## src/rtl/ppm_pkg.sv

```systemverilog
// Purpose: Constants for the port pin alternate function mux
// Assumes: Pin indices within each port as printed
// Notes:   Shared by the mux top module
package ppm_pkg;
   // Port widths
   localparam int P0_W = 7;
   localparam int P3_W = 10;
   localparam int P4_W = 3;
   // Port 0 pin positions
   localparam int P0_TOH_A = 0;
   localparam int P0_TOH_B = 1;
   localparam int P0_NMI   = 2;
   localparam int P0_IRQ0  = 3;
   // Port 3 pin positions
   localparam int P3_TX    = 0;
   localparam int P3_RX    = 1;
   localparam int P3_BAUD  = 2;
   localparam int P3_TMA   = 3;
   localparam int P3_TMB   = 4;
   localparam int P3_TM1   = 5;
   localparam int P3_SDA   = 8;
   localparam int P3_SCL   = 9;
   // Port 4 pin positions
   localparam int P4_SI    = 0;
   localparam int P4_SO    = 1;
   localparam int P4_SCK   = 2;
   // Reset values
   localparam logic [P0_W-1:0] P0_RST = 7'h00;
   localparam logic [P3_W-1:0] P3_RST = 10'h000;
   localparam logic [P4_W-1:0] P4_RST = 3'h0;
   // Input synchroniser reset value
   localparam logic [1:0] SYNC_RST = 2'h0;
endpackage : ppm_pkg

```

## src/rtl/ppm_port_pin_mux.sv

```systemverilog
// Purpose: Per-pin routing between port I/O and peripheral functions
// Assumes: Register bits arrive as plain ports; pins split into in/out/oe
// Notes:   All outputs registered; pin inputs pass three flip-flops, two synchroniser stages and the output register
//
// Summary of operation
// - Standby modes or bus hold force every pin output buffer off.
// - Function enable on port 0 pins 0 and 1 drives the hires timer outputs, ignoring latch and direction.
// - Function enable on port 0 pins 2 to 6 feeds the NMI and external irq inputs 0 to 3 regardless of direction.
// - Function enable on port 3 pins 0, 1, 2 selects serial 0 transmit, receive and baud clock.
// - Port 3 pin 3 picks capture in, compare out, alt timer in or alt timer out from select and ext select.
// - Port 3 pin 4 is capture in with ext select 0, else alt timer in or out per select.
// - Port 3 pin 5 is timer capture in with select 0 and compare out with select 1.
// - Function enable on port 4 pins 0, 1, 2 selects csi0 data in, data out and serial clock.
// - Port 4 pins 1 and 2 work with either open drain setting in csi mode.
// - Function enable 0 gives port operation and 1 the alternate function.
`timescale 1ns/1ps
`default_nettype none
module ppm_port_pin_mux (
   // Clock and reset
   input  wire logic                      core_clk_i,
   input  wire logic                      rst_i,
   // Power and bus state
   input  wire logic                      idle_mode_i,
   input  wire logic                      stop_mode_i,
   input  wire logic                      bus_hold_i,
   // Port 0 register bits
   input  wire logic [ppm_pkg::P0_W-1:0]  p0_latch_i,
   input  wire logic [ppm_pkg::P0_W-1:0]  p0_pin_direction_bit_i,
   input  wire logic [ppm_pkg::P0_W-1:0]  p0_pin_function_enable_bit_i,
   input  wire logic [ppm_pkg::P0_W-1:0]  p0_pin_pullup_enable_bit_i,
   // Port 3 register bits
   input  wire logic [ppm_pkg::P3_W-1:0]  p3_latch_i,
   input  wire logic [ppm_pkg::P3_W-1:0]  p3_pin_direction_bit_i,
   input  wire logic [ppm_pkg::P3_W-1:0]  p3_pin_function_enable_bit_i,
   input  wire logic [ppm_pkg::P3_W-1:0]  p3_pin_function_select_bit_i,
   input  wire logic [ppm_pkg::P3_W-1:0]  p3_pin_function_select_ext_bit_i,
   input  wire logic [ppm_pkg::P3_W-1:0]  p3_pin_open_drain_bit_i,
   input  wire logic [ppm_pkg::P3_W-1:0]  p3_pin_pullup_enable_bit_i,
   // Port 4 register bits
   input  wire logic [ppm_pkg::P4_W-1:0]  p4_latch_i,
   input  wire logic [ppm_pkg::P4_W-1:0]  p4_pin_direction_bit_i,
   input  wire logic [ppm_pkg::P4_W-1:0]  p4_pin_function_enable_bit_i,
   input  wire logic [ppm_pkg::P4_W-1:0]  p4_pin_open_drain_bit_i,
   input  wire logic [ppm_pkg::P4_W-1:0]  p4_pin_pullup_enable_bit_i,
   // Peripheral outputs toward pins
   input  wire logic                      hires_timer_out_a_i,
   input  wire logic                      hires_timer_out_b_i,
   input  wire logic                      serial0_tx_out_i,
   input  wire logic                      timer0_compare_out_a_i,
   input  wire logic                      alt_timer_out_a_i,
   input  wire logic                      alt_timer_out_b_i,
   input  wire logic                      timer1_compare_out_i,
   input  wire logic                      two_wire_data_line_out_i,
   input  wire logic                      two_wire_clock_line_out_i,
   input  wire logic                      csi0_data_out_i,
   input  wire logic                      csi0_serial_clock_out_i,
   input  wire logic                      csi0_serial_clock_oe_i,
   // Pin levels
   input  wire logic [ppm_pkg::P0_W-1:0]  p0_pin_i,
   input  wire logic [ppm_pkg::P3_W-1:0]  p3_pin_i,
   input  wire logic [ppm_pkg::P4_W-1:0]  p4_pin_i,
   // Pin drive
   output var  logic [ppm_pkg::P0_W-1:0]  p0_pin_o,
   output var  logic [ppm_pkg::P0_W-1:0]  p0_pin_oe_o,
   output var  logic [ppm_pkg::P0_W-1:0]  p0_pullup_o,
   output var  logic [ppm_pkg::P3_W-1:0]  p3_pin_o,
   output var  logic [ppm_pkg::P3_W-1:0]  p3_pin_oe_o,
   output var  logic [ppm_pkg::P3_W-1:0]  p3_pullup_o,
   output var  logic [ppm_pkg::P4_W-1:0]  p4_pin_o,
   output var  logic [ppm_pkg::P4_W-1:0]  p4_pin_oe_o,
   output var  logic [ppm_pkg::P4_W-1:0]  p4_pullup_o,
   // Port read values
   output var  logic [ppm_pkg::P0_W-1:0]  p0_read_o,
   output var  logic [ppm_pkg::P3_W-1:0]  p3_read_o,
   output var  logic [ppm_pkg::P4_W-1:0]  p4_read_o,
   // Peripheral inputs from pins
   output var  logic                      nmi_in_o,
   output var  logic [3:0]                ext_irq_in_o,
   output var  logic                      serial0_rx_in_o,
   output var  logic                      serial0_baud_clk_in_o,
   output var  logic                      timer0_capture_in_a_o,
   output var  logic                      alt_timer_in_a_o,
   output var  logic                      timer0_capture_in_b_o,
   output var  logic                      alt_timer_in_b_o,
   output var  logic                      timer1_capture_in_o,
   output var  logic                      two_wire_data_line_in_o,
   output var  logic                      two_wire_clock_line_in_o,
   output var  logic                      csi0_data_in_o,
   output var  logic                      csi0_serial_clock_in_o
);

   ////////////////////////////////////////////////////////////////////////////
   // Pin synchronisers
   logic [ppm_pkg::P0_W-1:0] p0_s1_reg, p0_s2_reg;
   logic [ppm_pkg::P3_W-1:0] p3_s1_reg, p3_s2_reg;
   logic [ppm_pkg::P4_W-1:0] p4_s1_reg, p4_s2_reg;

   always_ff @(posedge core_clk_i or posedge rst_i) begin
      if (rst_i) begin
         p0_s1_reg <= ppm_pkg::P0_RST;
         p0_s2_reg <= ppm_pkg::P0_RST;
         p3_s1_reg <= ppm_pkg::P3_RST;
         p3_s2_reg <= ppm_pkg::P3_RST;
         p4_s1_reg <= ppm_pkg::P4_RST;
         p4_s2_reg <= ppm_pkg::P4_RST;
      end else begin
         p0_s1_reg <= p0_pin_i;
         p0_s2_reg <= p0_s1_reg;
         p3_s1_reg <= p3_pin_i;
         p3_s2_reg <= p3_s1_reg;
         p4_s1_reg <= p4_pin_i;
         p4_s2_reg <= p4_s1_reg;
      end
   end

   // Buffer-off request is a same-clock level
   logic buf_off;
   assign buf_off = idle_mode_i | stop_mode_i | bus_hold_i;

   ////////////////////////////////////////////////////////////////////////////
   // Output and enable selection
   logic [ppm_pkg::P0_W-1:0] p0_out_next, p0_oe_next;
   logic [ppm_pkg::P3_W-1:0] p3_out_next, p3_oe_next;
   logic [ppm_pkg::P4_W-1:0] p4_out_next, p4_oe_next;
   logic                     ts_a, te_a, ts_b, te_b;

   always_comb begin
      ts_a = p3_pin_function_select_bit_i[ppm_pkg::P3_TMA];
      te_a = p3_pin_function_select_ext_bit_i[ppm_pkg::P3_TMA];
      ts_b = p3_pin_function_select_bit_i[ppm_pkg::P3_TMB];
      te_b = p3_pin_function_select_ext_bit_i[ppm_pkg::P3_TMB];
      // Port mode defaults
      p0_out_next = p0_latch_i;
      p0_oe_next  = ~p0_pin_direction_bit_i & ~p0_pin_function_enable_bit_i;
      p3_out_next = p3_latch_i;
      p3_oe_next  = ~p3_pin_direction_bit_i & ~p3_pin_function_enable_bit_i;
      p4_out_next = p4_latch_i;
      p4_oe_next  = ~p4_pin_direction_bit_i & ~p4_pin_function_enable_bit_i;
      // Open drain in port mode: drive only the low level
      p3_oe_next = p3_oe_next & ~(p3_pin_open_drain_bit_i & p3_latch_i);
      p4_oe_next = p4_oe_next & ~(p4_pin_open_drain_bit_i & p4_latch_i);
      // Port 0 timer outputs; input-only functions leave the pin undriven
      if (p0_pin_function_enable_bit_i[ppm_pkg::P0_TOH_A]) begin
         p0_out_next[ppm_pkg::P0_TOH_A] = hires_timer_out_a_i;
         p0_oe_next[ppm_pkg::P0_TOH_A]  = 1'b1;
      end
      if (p0_pin_function_enable_bit_i[ppm_pkg::P0_TOH_B]) begin
         p0_out_next[ppm_pkg::P0_TOH_B] = hires_timer_out_b_i;
         p0_oe_next[ppm_pkg::P0_TOH_B]  = 1'b1;
      end
      // Port 3 serial and timers
      if (p3_pin_function_enable_bit_i[ppm_pkg::P3_TX]) begin
         p3_out_next[ppm_pkg::P3_TX] = serial0_tx_out_i;
         p3_oe_next[ppm_pkg::P3_TX]  = 1'b1;
      end
      if (p3_pin_function_enable_bit_i[ppm_pkg::P3_TMA]) begin
         p3_out_next[ppm_pkg::P3_TMA] = te_a ? alt_timer_out_a_i : timer0_compare_out_a_i;
         p3_oe_next[ppm_pkg::P3_TMA]  = ts_a;
      end
      if (p3_pin_function_enable_bit_i[ppm_pkg::P3_TMB]) begin
         p3_out_next[ppm_pkg::P3_TMB] = alt_timer_out_b_i;
         p3_oe_next[ppm_pkg::P3_TMB]  = te_b & ts_b;
      end
      if (p3_pin_function_enable_bit_i[ppm_pkg::P3_TM1]) begin
         p3_out_next[ppm_pkg::P3_TM1] = timer1_compare_out_i;
         p3_oe_next[ppm_pkg::P3_TM1]  = p3_pin_function_select_bit_i[ppm_pkg::P3_TM1];
      end
      // Two-wire lines are open drain: drive low only, when the line output is low or the latch is clear
      if (p3_pin_function_enable_bit_i[ppm_pkg::P3_SDA]) begin
         p3_out_next[ppm_pkg::P3_SDA] = 1'b0;
         p3_oe_next[ppm_pkg::P3_SDA]  = ~two_wire_data_line_out_i
                                        | ~p3_latch_i[ppm_pkg::P3_SDA];
      end
      if (p3_pin_function_enable_bit_i[ppm_pkg::P3_SCL]) begin
         p3_out_next[ppm_pkg::P3_SCL] = 1'b0;
         p3_oe_next[ppm_pkg::P3_SCL]  = ~two_wire_clock_line_out_i
                                        | ~p3_latch_i[ppm_pkg::P3_SCL];
      end
      // Port 4 clocked serial, push-pull whatever the open drain bits hold
      if (p4_pin_function_enable_bit_i[ppm_pkg::P4_SO]) begin
         p4_out_next[ppm_pkg::P4_SO] = csi0_data_out_i;
         p4_oe_next[ppm_pkg::P4_SO]  = 1'b1;
      end
      if (p4_pin_function_enable_bit_i[ppm_pkg::P4_SCK]) begin
         p4_out_next[ppm_pkg::P4_SCK] = csi0_serial_clock_out_i;
         p4_oe_next[ppm_pkg::P4_SCK]  = csi0_serial_clock_oe_i;
      end
      // Standby or bus hold overrides every output enable
      if (buf_off) begin
         p0_oe_next = ppm_pkg::P0_RST;
         p3_oe_next = ppm_pkg::P3_RST;
         p4_oe_next = ppm_pkg::P4_RST;
      end
   end

   ////////////////////////////////////////////////////////////////////////////
   // Registered pin drive and pull-ups
   always_ff @(posedge core_clk_i or posedge rst_i) begin
      if (rst_i) begin
         p0_pin_o    <= ppm_pkg::P0_RST;
         p0_pin_oe_o <= ppm_pkg::P0_RST;
         p0_pullup_o <= ppm_pkg::P0_RST;
         p3_pin_o    <= ppm_pkg::P3_RST;
         p3_pin_oe_o <= ppm_pkg::P3_RST;
         p3_pullup_o <= ppm_pkg::P3_RST;
         p4_pin_o    <= ppm_pkg::P4_RST;
         p4_pin_oe_o <= ppm_pkg::P4_RST;
         p4_pullup_o <= ppm_pkg::P4_RST;
      end else begin
         p0_pin_o    <= p0_out_next;
         p0_pin_oe_o <= p0_oe_next;
         p0_pullup_o <= p0_pin_pullup_enable_bit_i & ~p0_oe_next;
         p3_pin_o    <= p3_out_next;
         p3_pin_oe_o <= p3_oe_next;
         p3_pullup_o <= p3_pin_pullup_enable_bit_i & ~p3_oe_next
                        & ~(p3_pin_function_enable_bit_i & p3_pin_open_drain_bit_i);
         p4_pin_o    <= p4_out_next;
         p4_pin_oe_o <= p4_oe_next;
         p4_pullup_o <= p4_pin_pullup_enable_bit_i & ~p4_oe_next;
      end
   end

   ////////////////////////////////////////////////////////////////////////////
   // Port read path
   always_ff @(posedge core_clk_i or posedge rst_i) begin
      if (rst_i) begin
         p0_read_o <= ppm_pkg::P0_RST;
         p3_read_o <= ppm_pkg::P3_RST;
         p4_read_o <= ppm_pkg::P4_RST;
      end else begin
         p0_read_o <= (p0_pin_direction_bit_i & p0_s2_reg)
                      | (~p0_pin_direction_bit_i & p0_latch_i);
         p3_read_o <= (p3_pin_direction_bit_i & p3_s2_reg)
                      | (~p3_pin_direction_bit_i & p3_latch_i);
         p4_read_o <= (p4_pin_direction_bit_i & p4_s2_reg)
                      | (~p4_pin_direction_bit_i & p4_latch_i);
      end
   end

   ////////////////////////////////////////////////////////////////////////////
   // Peripheral inputs, gated low when the function is not selected, except the two-wire line inputs
   logic [ppm_pkg::P3_W-1:0] f3;
   assign f3 = p3_pin_function_enable_bit_i;

   always_ff @(posedge core_clk_i or posedge rst_i) begin
      if (rst_i) begin
         nmi_in_o                 <= 1'b0;
         ext_irq_in_o             <= 4'h0;
         serial0_rx_in_o          <= 1'b0;
         serial0_baud_clk_in_o    <= 1'b0;
         timer0_capture_in_a_o    <= 1'b0;
         alt_timer_in_a_o         <= 1'b0;
         timer0_capture_in_b_o    <= 1'b0;
         alt_timer_in_b_o         <= 1'b0;
         timer1_capture_in_o      <= 1'b0;
         two_wire_data_line_in_o  <= 1'b0;
         two_wire_clock_line_in_o <= 1'b0;
         csi0_data_in_o           <= 1'b0;
         csi0_serial_clock_in_o   <= 1'b0;
      end else begin
         nmi_in_o <= p0_pin_function_enable_bit_i[ppm_pkg::P0_NMI]
                     & p0_s2_reg[ppm_pkg::P0_NMI];
         ext_irq_in_o <= p0_pin_function_enable_bit_i[ppm_pkg::P0_W-1:ppm_pkg::P0_IRQ0]
                         & p0_s2_reg[ppm_pkg::P0_W-1:ppm_pkg::P0_IRQ0];
         serial0_rx_in_o <= f3[ppm_pkg::P3_RX] & p3_s2_reg[ppm_pkg::P3_RX];
         serial0_baud_clk_in_o <= f3[ppm_pkg::P3_BAUD] & p3_s2_reg[ppm_pkg::P3_BAUD];
         timer0_capture_in_a_o <= f3[ppm_pkg::P3_TMA] & ~ts_a & ~te_a
                                  & p3_s2_reg[ppm_pkg::P3_TMA];
         alt_timer_in_a_o <= f3[ppm_pkg::P3_TMA] & ~ts_a & te_a
                             & p3_s2_reg[ppm_pkg::P3_TMA];
         timer0_capture_in_b_o <= f3[ppm_pkg::P3_TMB] & ~te_b
                                  & p3_s2_reg[ppm_pkg::P3_TMB];
         alt_timer_in_b_o <= f3[ppm_pkg::P3_TMB] & te_b & ~ts_b
                             & p3_s2_reg[ppm_pkg::P3_TMB];
         timer1_capture_in_o <= f3[ppm_pkg::P3_TM1]
                                & ~p3_pin_function_select_bit_i[ppm_pkg::P3_TM1]
                                & p3_s2_reg[ppm_pkg::P3_TM1];
         two_wire_data_line_in_o <= p3_s2_reg[ppm_pkg::P3_SDA];
         two_wire_clock_line_in_o <= p3_s2_reg[ppm_pkg::P3_SCL];
         csi0_data_in_o <= p4_pin_function_enable_bit_i[ppm_pkg::P4_SI]
                           & p4_s2_reg[ppm_pkg::P4_SI];
         csi0_serial_clock_in_o <= p4_pin_function_enable_bit_i[ppm_pkg::P4_SCK]
                                   & p4_s2_reg[ppm_pkg::P4_SCK];
      end
   end

endmodule : ppm_port_pin_mux
`default_nettype wire

```

## config.mk

```make
export PLATFORM = sky130hd
export DESIGN_NAME = ppm_port_pin_mux
export DESIGN_NICKNAME = d
export VERILOG_FILES = /design/src/rtl/ppm_pkg.sv /design/src/rtl/ppm_port_pin_mux.sv
export SDC_FILE = /design/constraint.sdc
export NUM_CORES = 1
export LEC_CHECK = 0
export BUFFER_PORTS_ARGS = -buffer_cell sky130_fd_sc_hd__buf_4
export CAP_MARGIN = 0
export CORE_ASPECT_RATIO = 1.5
export CORE_MARGIN = 2
export CORE_UTILIZATION = 40
export DETAILED_ROUTE_END_ITERATION = 16
export PLACE_DENSITY = 0.71
export SLEW_MARGIN = 20
export SYNTH_ARGS = -nofsm -noshare
export SYNTH_HDL_FRONTEND = slang
export SYNTH_SLANG_ARGS = --single-unit
```

## constraint.sdc

```tcl
create_clock -name core_clk_i -period 8.5 [get_ports core_clk_i]
set_clock_uncertainty 0.1 [all_clocks]
set_input_delay 1.7 -clock core_clk_i [delete_from_list [all_inputs] [get_ports core_clk_i]]
set_output_delay 1.7 -clock core_clk_i [all_outputs]
set_load 0.02 [all_outputs]
```

==> results of run 1 <==
## worst paths after layout
| path | to | depth (start not counted) | slack (ns) |
|---|---|---|---|
| min | p3_s2_reg[1] | 0 | 0.25 |
| max reg2reg | timer0_capture_in_a_o | 1 | 7.59 |
| max | p3_pullup_o[3] | 5 | 5.39 |
| max in group asynchronous | p0_s2_reg[6] | 3 | 5.73 |
| min reg2reg | p3_s2_reg[1] | 0 | 0.25 |
| min in group asynchronous | p0_pin_o[3] | 2 | 1.29 |
## critical path: stages
cell and delay, ns:
buf_4 0.11, or3_1 0.66, buf_4 0.33, a2111oi_2 0.35, a311oi_1 0.09
## layer usage
layer / vias to the layer above / wire [um]
met5: - / 0
li1: 1428 / -
met4: 0 / 147
met2: 145 / 6090
met1: 1504 / 3510
met3: 11 / 941
## layout make-up
class / instances / area share (%)
Clock buffer: 22 / 7.08
Clock inverter: 10 / 2.69
Tap cell: 144 / 2.58
Timing Repair Buffer: 232 / 25.0
Multi-Input combinational cell: 128 / 13.6
Inverter: 5 / 0.341
Sequential cell: 136 / 48.8
## cells in the mapped netlist, types with 2 or more instances
master     count
a2111oi_2      4
a2111oi_4      2
a211oi_1       2
a21oi_1       14
a311oi_1       3
and2_1         9
clkbuf_1       2
dfrtp_1      136
inv_1          5
mux2_2        27
nand2_1       19
nand3_1        2
nor2_1        14
nor2b_1       11
nor3_1         6
o211a_1        3
o21a_1         3
## logic make-up after synthesis
| family | synth area share, % |
|---|---|
| muxes | 7.15 |
| buffers and inverters | 0.969 |
| AOI/OAI and AO/OA | 6.70 |
| and+or+nand+nor | 7.69 |
| DFF | 77.5 |
## per-stage QoR
step / util (%) / setup WS [ns]
after global routing: 65.5 / 5.30
after floorplan: - / 3.06
after detailed placement: 59.1 / 4.94
after CTS: 65.5 / 5.37
after global placement: 59.1 / 4.99
final: 65.5 / 5.39
## power groups by stage
stage / registers [mW] / clock network, mW / logic (mW)
2_1_floorplan: 0.735 / 0 / 0.0371
3_3_place_gp: 0.703 / 0 / 0.175
3_5_place_dp: 0.704 / 0 / 0.178
4_1_cts: 0.693 / 0.838 / 0.179
5_1_grt: 0.696 / 0.867 / 0.189
6_report: 0.692 / 0.819 / 0.176
==> out/summary.txt, run 1 <==
Status - complete, no violations
R2R Path Start - p3_s2_reg[3]
Rows - 46
Placed insts - 645
DP Wirelength - 8180 um
Element type at the critical path start - input port
Core area - 10,600 sq um
Slew @ Worst Pin - 0.823 ns
Cell Area, Synth - 4390 sq um
Die area - 11,900 sq um
Synthesis-stage register bit count - 136
CTS Hold Bufs - 0
Total chip power - 1.69 mW
Setup TNS - 0 ns
CTS tree - yes
Residual DRC count - 0
H-Tree Depth - 4
Met2 Use GR - 34.8%
Final setup fails - 0
Peak supply drop - 0.000152 V
Setup crit start - bus_hold_i
Post-synth ARST share - 100%
Total area of sequential cells - 3400 sq um
Synth Net Count - 423
Final Hold Vio Count - 0
Max-slew violation count - 0
PD cells - 242 nW/um^2
IO Pins - 246
Number of global-route vias before repair - 3,405
CTS sink cnt - 136
Met3 usage - 7.08%
First-pass GRT wire length - 16,400 um
Area of the multi-input gates - 946 sq um
Post-synth EDFFs - 0
Grt met1 use - 17.7%
Seq pwr share - 41.0%
Layer with the highest usage - met2
All-Layer GR Usage - 18.7%
YS warnings - 0
Seq/Total Area, Yosys - 77.5%
Detailed Routing Iterations Pass 1 - 3
Die H - 132 um
Leak pwr - 3.49 nW
PortBufs - 230
Setup Fix Bufs, Post-CTS - 0
CTS max path bufs - 2
Clock edge transition at the registers on the reported setup and hold paths - 0.06 ns
Final Instance Area - 6980 sq um
Clock buffer count from CTS - 17
Post-route ant nets - 0
Period utilization - 36.6%
Fin nets - 670
Crit-path max FO - 13
Worst Path Required - 8.64 ns
Dominant cells by area after synthesis - dfrtp_1, mux2_2, nand2_1
Post-DR wirelength/cell - 15.8 um
Clk Latency, worst-skew pair - 0.39 ns
CP Data Arrival Time - 3.25 ns
Initial DRC count - 65
Setup Crit Path Kind - input port to flip-flop
Worst relative slew slack - 44.7%
FILL cells - 794
Sw power - 355 uW
Endpoint class of the critical path - flip-flop
Fmax - 0.322 GHz
Internal power - 1.33 mW
CTS Root Cell - clkbuf_16
DRT Wirelength - 10,700 um
Sw Ratio - 21.0%
Synth cell types - 28
Vias after detailed routing - 3,088
Layout area overhead - 58.9%
Max Cap Viol - 0
Initial antenna violation count - 0
Grt total ovfl - 0
Final RePlAce weighted congestion - 0.797
Clock power frac - 48.5%
ANT cells - 0
Die Wd - 89.6 um
Worst Hold Class - flip-flop to flip-flop
Mean Syn Cell Area - 16.1 sq um
PostCTS Resize Cnt - 0
Largest net degree at the start of global routing - 70
Share of layout cells above drive strength 1 - 56.1%
DR vias/cell - 4.56
Commonest non-fill, non-tap cell in the layout - buf_4
Starting Density - 41.2%
Fin crit period - 3.11 ns
Non-Filler Instances - 677
Synth top area share - 77.5%
Syn Inst Count - 273
RSZ-0062 raised after global routing - no
Dominant cell type by area after synthesis - dfrtp_1
Worst hold start - p3_s1_reg[1]
Most frequent cells in the layout - buf_4, dfrtp_1, mux2_2
Synth Flop Type - dfrtp_1
Placed Area - 6290 sq um
Hold Slack - 0.246 ns
Gate power share - 10.4%
No activity file was read; power rests on OpenSTA's default activity.
==> inputs of run 2 (changes only) <==
- CORE_UTILIZATION: 40 -> 39
- PLACE_DENSITY: 0.71 -> 0.73
- clock period: 8.5 -> 2.7 ns (I/O delays scaled with it)
==> run 2 against run 1 <==
  * Highest routed layer unchanged
  * First-iteration DRC count rose by 12%
  * Worst hold slack worse by 0.15 ns
  * Design area is 0.32% lower
  * Critical endpoint is now p0_pullup_o[4]
  * Setup slack lost 4.5 ns
  * Critical path type unchanged
  * Routed wire length increased by 1.6%
  * Clock power rose to 2.9 times the previous value
  * Count of clock-buffer cells in the layout is 5 lower
==> out/summary.txt, run 2 (synthesis gave the netlist of run 1 again) <==
CTS tree - yes (unchanged)
Die Wd - 90.6 um (was 89.6 um)
Fin nets - 672 (was 670)
Worst relative slew slack - 47.2% (was 44.7%)
Layout area overhead - 58.3% (was 58.9%)
ANT cells - 0 (unchanged)
Number of global-route vias before repair - 3,476 (was 3,405)
CTS Root Cell - clkbuf_16 (unchanged)
Most frequent cells in the layout - buf_4, dfrtp_1, mux2_2 (unchanged)
Final RePlAce weighted congestion - 0.818 (was 0.797)
CTS max path bufs - 2 (unchanged)
Final setup fails - 0 (unchanged)
Rows - 47 (was 46)
Clock buffer count from CTS - 17 (unchanged)
Initial DRC count - 73 (was 65)
Worst Hold Class - input port to async pin (was flip-flop to flip-flop)
Fin crit period - 1.84 ns
Commonest non-fill, non-tap cell in the layout - buf_4 (unchanged)
Clk Latency, worst-skew pair - 0.40 ns (was 0.39 ns)
Die H - 134 um (was 132 um)
Starting Density - 39.9% (was 41.2%)
Sw Ratio - 23.6% (was 21.0%)
CTS Hold Bufs - 0 (unchanged)
Share of layout cells above drive strength 1 - 56.3% (was 56.1%)
Element type at the critical path start - input port (unchanged)
Die area - 12,100 sq um (was 11,900 sq um)
Clock power frac - 46.4% (was 48.5%)
Hold Slack - 0.0982 ns (was 0.246 ns)
Setup Crit Path Kind - input port to flip-flop (unchanged)
First-pass GRT wire length - 17,000 um (was 16,400 um)
Detailed Routing Iterations Pass 1 - 5 (was 3)
Core area - 11,000 sq um (was 10,600 sq um)
Initial antenna violation count - 0 (unchanged)
H-Tree Depth - 4 (unchanged)
Grt met1 use - 18.3% (was 17.7%)
Placed insts - 650 (was 645)
Crit-path max FO - 13 (unchanged)
CP Data Arrival Time - 2.02 ns (was 3.25 ns)
All-Layer GR Usage - 18.3% (was 18.7%)
Max Cap Viol - 0 (unchanged)
Setup Fix Bufs, Post-CTS - 0 (unchanged)
Post-Place Worst Slack - 0.429 ns (was 4.94 ns)
Worst Path Required - 2.88 ns (was 8.64 ns)
Status - complete, no violations (unchanged)
Sw power - 1.21 mW (was 355 uW)
Met3 usage - 7.19% (was 7.08%)
Seq pwr share - 42.6% (was 41.0%)
Fmax - 0.544 GHz
Final worst slack - 0.862 ns (was 5.39 ns)
CTS sink cnt - 136 (unchanged)
Post-route ant nets - 0 (unchanged)
FILL cells - 836 (was 794)
Non-Filler Instances - 682 (was 677)
Clock edge transition at the registers on the reported setup and hold paths - 0.06 ns (about the same)
Layer with the highest usage - met2 (unchanged)
Total chip power - 5.12 mW (was 1.69 mW)
Post-DR wirelength/cell - 15.9 um (was 15.8 um)
Placed Area - 6340 sq um (was 6290 sq um)
Final Instance Area - 6950 sq um (was 6980 sq um)
Grt total ovfl - 0 (unchanged)
RSZ-0062 raised after global routing - no (unchanged)
Gate power share - 11.0% (was 10.4%)
Met2 Use GR - 32.8% (was 34.8%)
DR vias/cell - 4.60 (was 4.56)
Vias after detailed routing - 3,140 (was 3,088)
Max-slew violation count - 0 (unchanged)
Slew @ Worst Pin - 0.792 ns (was 0.823 ns)
Setup TNS - 0 ns (unchanged)
Largest net degree at the start of global routing - 76 (was 70)
IO Pins - 246 (unchanged)
Internal power - 3.91 mW (was 1.33 mW)
Leak pwr - 3.47 nW (was 3.49 nW)
PortBufs - 230 (unchanged)
Final Hold Vio Count - 0 (unchanged)
Residual DRC count - 0 (unchanged)
Period utilization - 68.1%
Util after Layout - 63.2% (was 65.5%)
DP Wirelength - 8320 um (was 8180 um)
Endpoint class of the critical path - flip-flop (unchanged)
PD cells - 736 nW/um^2 (was 242 nW/um^2)
Peak supply drop - 0.000433 V (was 0.000152 V)
PostCTS Resize Cnt - 0 (unchanged)
DRT Wirelength - 10,900 um (was 10,700 um)
-- run 2: changes by cell type in the layout (fill, tap and decap cells not counted) --
cell	change
clkbuf_8	-5
buf_12	+2
bufinv_16	-2
clkinv_4	+2
inv_6	+2
inv_8	+2
clkinv_2	+1
-- run 2: metal layers --
metal | up-vias | wire (um)
met5 | - | 0
met4 | 0 | 320
met3 | 23 | 955
met2 | 167 | 5920
met1 | 1513 | 3660
li1 | 1437 | -
-- run 2: final cells by class --
cell class	instances	area [sq um]	area share, %
clock inverter	15	191	2.75
clock buffer	17	425	6.12
tap	147	184	2.64
multi-input combinational	128	946	13.6
sequential	136	3400	48.9
timing repair buffer	234	1780	25.6
inverter	5	22.5	0.324
-- run 2: final timing paths --
kind | startpoint | to | slack (ns) | cells after the start
max in group asynchronous | rst_i | p4_s1_reg[0] | 1.64 | 3
setup reg to reg | p3_s2_reg[3] | timer0_capture_in_a_o | 1.79 | 1
min in group core_clk_i | p3_pin_i[4] | p3_s1_reg[4] | 0.14 | 1
setup / recovery | bus_hold_i | p0_pullup_o[4] | 0.86 | 5
hold reg to reg | p0_s1_reg[4] | p0_s2_reg[4] | 0.24 | 0
hold / removal | rst_i | p0_pin_o[3] | 0.1 | 2
-- run 2: worst max-delay path, cell delays in order --
cell and delay (ns):
buf_4 0.11, or3_1 0.70, buf_4 0.34, nor3_1 0.23, nor2b_1 0.09
-- run 2: power groups by stage --
stage / Clock (mW) / Sequential, mW / Combinational [mW]
after floorplan: 0 / 2.31 / 0.117
after global placement: 0 / 2.21 / 0.555
after detailed placement: 0 / 2.22 / 0.569
after CTS: 2.42 / 2.18 / 0.570
after global routing: 2.52 / 2.19 / 0.601
final: 2.38 / 2.18 / 0.561
==> inputs of run 3 (changes only) <==
- ABC_AREA: not set -> 1
- CORE_UTILIZATION: 39 -> 40
- PLACE_DENSITY: 0.73 -> 0.71
- clock period: 2.7 -> 1.76 ns (I/O delays scaled with it)
==> run 3 against run 2 <==
  * Combinational power grew 66%
  * Setup slack worse by 0.51 ns
  * Design area grew 7.3%
  * Die area shrank 0.19%
  * Cell count is 19% higher
  * Synthesized area is 2.4% higher
==> out/summary.txt, run 3 <==
Layout area overhead - 66.0% (was 58.3%)
Fin nets - 799 (was 672)
Final setup fails - 0 (unchanged)
Dominant cells by area after synthesis - dfrtp_1, nand2_1, inv_1 (was dfrtp_1, mux2_2, nand2_1)
Simple-Gate Fraction of Synth Area - 13.7% (was 7.69%)
Post-synth EDFFs - 0 (unchanged)
First-pass GRT wire length - 17,600 um (was 17,000 um)
Synth Net Count - 515 (was 423)
Period utilization - 79.9%
Die H - 134 um (about the same)
CTS sink cnt - 136 (unchanged)
Fin crit period - 1.41 ns
Worst path max stage delay - 0.39 ns (was 0.70 ns)
DR vias/cell - 4.33 (was 4.60)
Top-count cell post-synth - dfrtp_1 (unchanged)
Peak supply drop - 0.000732 V (was 0.000433 V)
Seq/Total Area, Yosys - 75.7% (was 77.5%)
ANT cells - 0 (unchanged)
Endpoint class of the critical path - output pin (was flip-flop)
Final worst slack - 0.354 ns (was 0.862 ns)
Hold Slack - 0.0178 ns (was 0.0982 ns)
Max-slew violation count - 0 (unchanged)
Largest family of logic cells by synthesized area - simple AND/OR/NAND/NOR gates (unchanged)
Initial antenna violation count - 0 (unchanged)
Crit-path slowest cell - dfrtp_1 (was or3_1)
Crit-path max FO - 1 (was 13)
Number of global-route vias before repair - 3,785 (was 3,476)
Post-DR wirelength/cell - 13.4 um (was 15.9 um)
Critical path, cell by cell - buf_4 (was buf_4 -> or3_1 -> buf_4 -> nor3_1 -> nor2b_1)
Starting Density - 40.9% (was 39.9%)
CTS tree - yes (unchanged)
XOR/XNOR Fraction of Synth Area - 0% (unchanged)
Syn Inst Count - 365 (was 273)
FILL cells - 829 (was 836)
Max Cap Viol - 0 (unchanged)
Clock buffer count from CTS - 17 (unchanged)
Cell Area, Synth - 4500 sq um (was 4390 sq um)
Commonest non-fill, non-tap cell in the layout - buf_4 (unchanged)
Most frequent cells in the layout - buf_4, dfrtp_1, nand2_1 (was buf_4, dfrtp_1, mux2_2)
Synth Flop Type - dfrtp_1 (unchanged)
Clk Latency, worst-skew pair - 0.40 ns (about the same)
Slew @ Worst Pin - 0.434 ns (was 0.792 ns)
Post-route ant nets - 0 (unchanged)
Vias after detailed routing - 3,505 (was 3,140)
Post-synth ARST share - 100% (unchanged)
Synthesis-stage register bit count - 136 (unchanged)
Largest net degree at the start of global routing - 73 (was 76)
Residual DRC count - 0 (unchanged)
DRT Wirelength - 10,900 um (about the same)
Detailed Routing Iterations Pass 1 - 5 (unchanged)
Clock edge transition at the registers on the reported setup and hold paths - 0.06 ns (about the same)
Post-Place Worst Slack - 0.297 ns (was 0.429 ns)
RSZ-0062 raised after global routing - no (unchanged)
IO Pins - 246 (unchanged)
Die area - 12,100 sq um (about the same)
Mean Syn Cell Area - 12.3 sq um (was 16.1 sq um)
PortBufs - 230 (unchanged)
H-Tree Depth - 4 (unchanged)
Share of layout cells above drive strength 1 - 44.3% (was 56.3%)
CP Data Arrival Time - 0.95 ns (was 2.02 ns)
Synth Area in Compound Gates - 4.12% (was 6.70%)
YS warnings - 0 (unchanged)
All-Layer GR Usage - 18.9% (was 18.3%)
CTS max path bufs - 2 (unchanged)
Setup Crit Path Kind - flip-flop to output pin (was input port to flip-flop)
Synth cell types - 20 (was 28)
Status - complete, no violations (unchanged)
Util after Layout - 67.9% (was 63.2%)
Fmax - 0.711 GHz
Grt total ovfl - 0 (unchanged)
CTS Root Cell - clkbuf_16 (unchanged)
Mux contribution to synthesized area - 2.50% (was 7.15%)
Element type at the critical path start - flip-flop (was input port)
Leak pwr - 3.95 nW (was 3.47 nW)
Synth top area share - 75.7% (was 77.5%)
CP top delay family - flip-flops (was simple AND/OR/NAND/NOR gates)
Setup Fix Bufs, Post-CTS - 0 (unchanged)
Worst Path Required - 1.31 ns (was 2.88 ns)
Core area - 11,000 sq um (unchanged)
Dominant cell type by area after synthesis - dfrtp_1 (unchanged)
CP bufs+invs - 1 (was 2)
PD cells - 1120 nW/um^2 (was 736 nW/um^2)
Worst relative slew slack - 71.0% (was 47.2%)
Die Wd - 90.6 um (about the same)
Final Hold Vio Count - 0 (unchanged)
Rows - 47 (unchanged)
Initial DRC count - 98 (was 73)
Final RePlAce weighted congestion - 0.826 (was 0.818)
Post-synthesis adder-cell area fraction - 0% (unchanged)
Worst Hold Class - input port to flip-flop (was input port to async pin)
DP Wirelength - 7910 um (was 8320 um)
Top cells by count, synth - dfrtp_1, nand2_1, inv_1 (was dfrtp_1, mux2_2, nand2_1)
-- run 3: cell types whose count changed in the layout (fill, tap and decap cells not counted), sizes merged, moves of 11 or more --
cell,before,now
mux2,27,10
dlygate4sd3,0,35
nor2,14,42
nand2,19,90
inv,10,41
o21ai,0,19
nor2b,11,0
-- run 3: final timing paths --
path	from	to	slack [ns]	depth (start not counted)
worst max-delay path	p0_pin_oe_o[1]	p0_pin_oe_o[1]	0.35	1
worst min-delay path	p3_pin_function_enable_bit_i[8]	p3_pin_o[8]	0.02	2
worst max register to register	p3_s2_reg[2]	p3_read_o[2]	0.88	1
worst min register to register	p4_s1_reg[2]	p4_s2_reg[2]	0.25	0
max in group asynchronous	rst_i	ext_irq_in_o[0]	0.71	4
min in group asynchronous	rst_i	p4_pin_o[2]	0.52	4
-- run 3: area by class of cell --
class | count | area, sq um | area share, %
clock inverters | 13 | 240 | 3.22
multi-input cells | 188 | 915 | 12.3
clock buffers | 19 | 453 | 6.07
flip-flops and latches | 136 | 3400 | 45.6
repair buffers | 267 | 2120 | 28.4
well taps | 147 | 184 | 2.46
inverters | 39 | 150 | 2.01
-- run 3: metal layers --
metal	GRT usage (%)	vias to the layer above	share of wire [%]	routed length (um)
met3	6.69	23	7.9	854
met5	0	-	0	0
met4	9.66	0	2.4	258
met1	20.4	1622	36	3910
met2	32.6	165	54	5850
li1	-	1695	-	-
-- run 3: per-stage QoR --
stage / total power [mW] / TNS [ns] / std cells / instance area (sq um)
6_report: 8.37 / 0 / 809 / 7460
3_3_place_gp: 4.26 / 0 / 742 / 6420
5_1_grt: 8.68 / 0 / 809 / 7460
3_5_place_dp: 4.28 / 0 / 742 / 6420
4_1_cts: 8.45 / 0 / 809 / 7460
2_1_floorplan: 3.75 / -52.38 / 365 / 4500
-- run 3: logic make-up after synthesis --
family,after synthesis
multiplexers,10
AND/OR/NAND/NOR,147
buffers and inverters,41
flip-flops,136
AO/OA/AOI/OAI,31
-- run 3: timing repair --
| item | CTS | global route |
|---|---|---|
| resized for setup | 0 | 0 |
| hold endpoints to repair | 106 | 0 |
| hold buffers | 35 | 0 |
-- run 3: report_power, final --
group	internal (mW)	switching [mW]	leakage [nW]	total, mW
registers	3.29	0.0509	1.66	3.34
clock network	2.75	1.34	0.335	4.09
logic	0.474	0.457	1.95	0.930
total	6.52	1.85	3.95	8.37
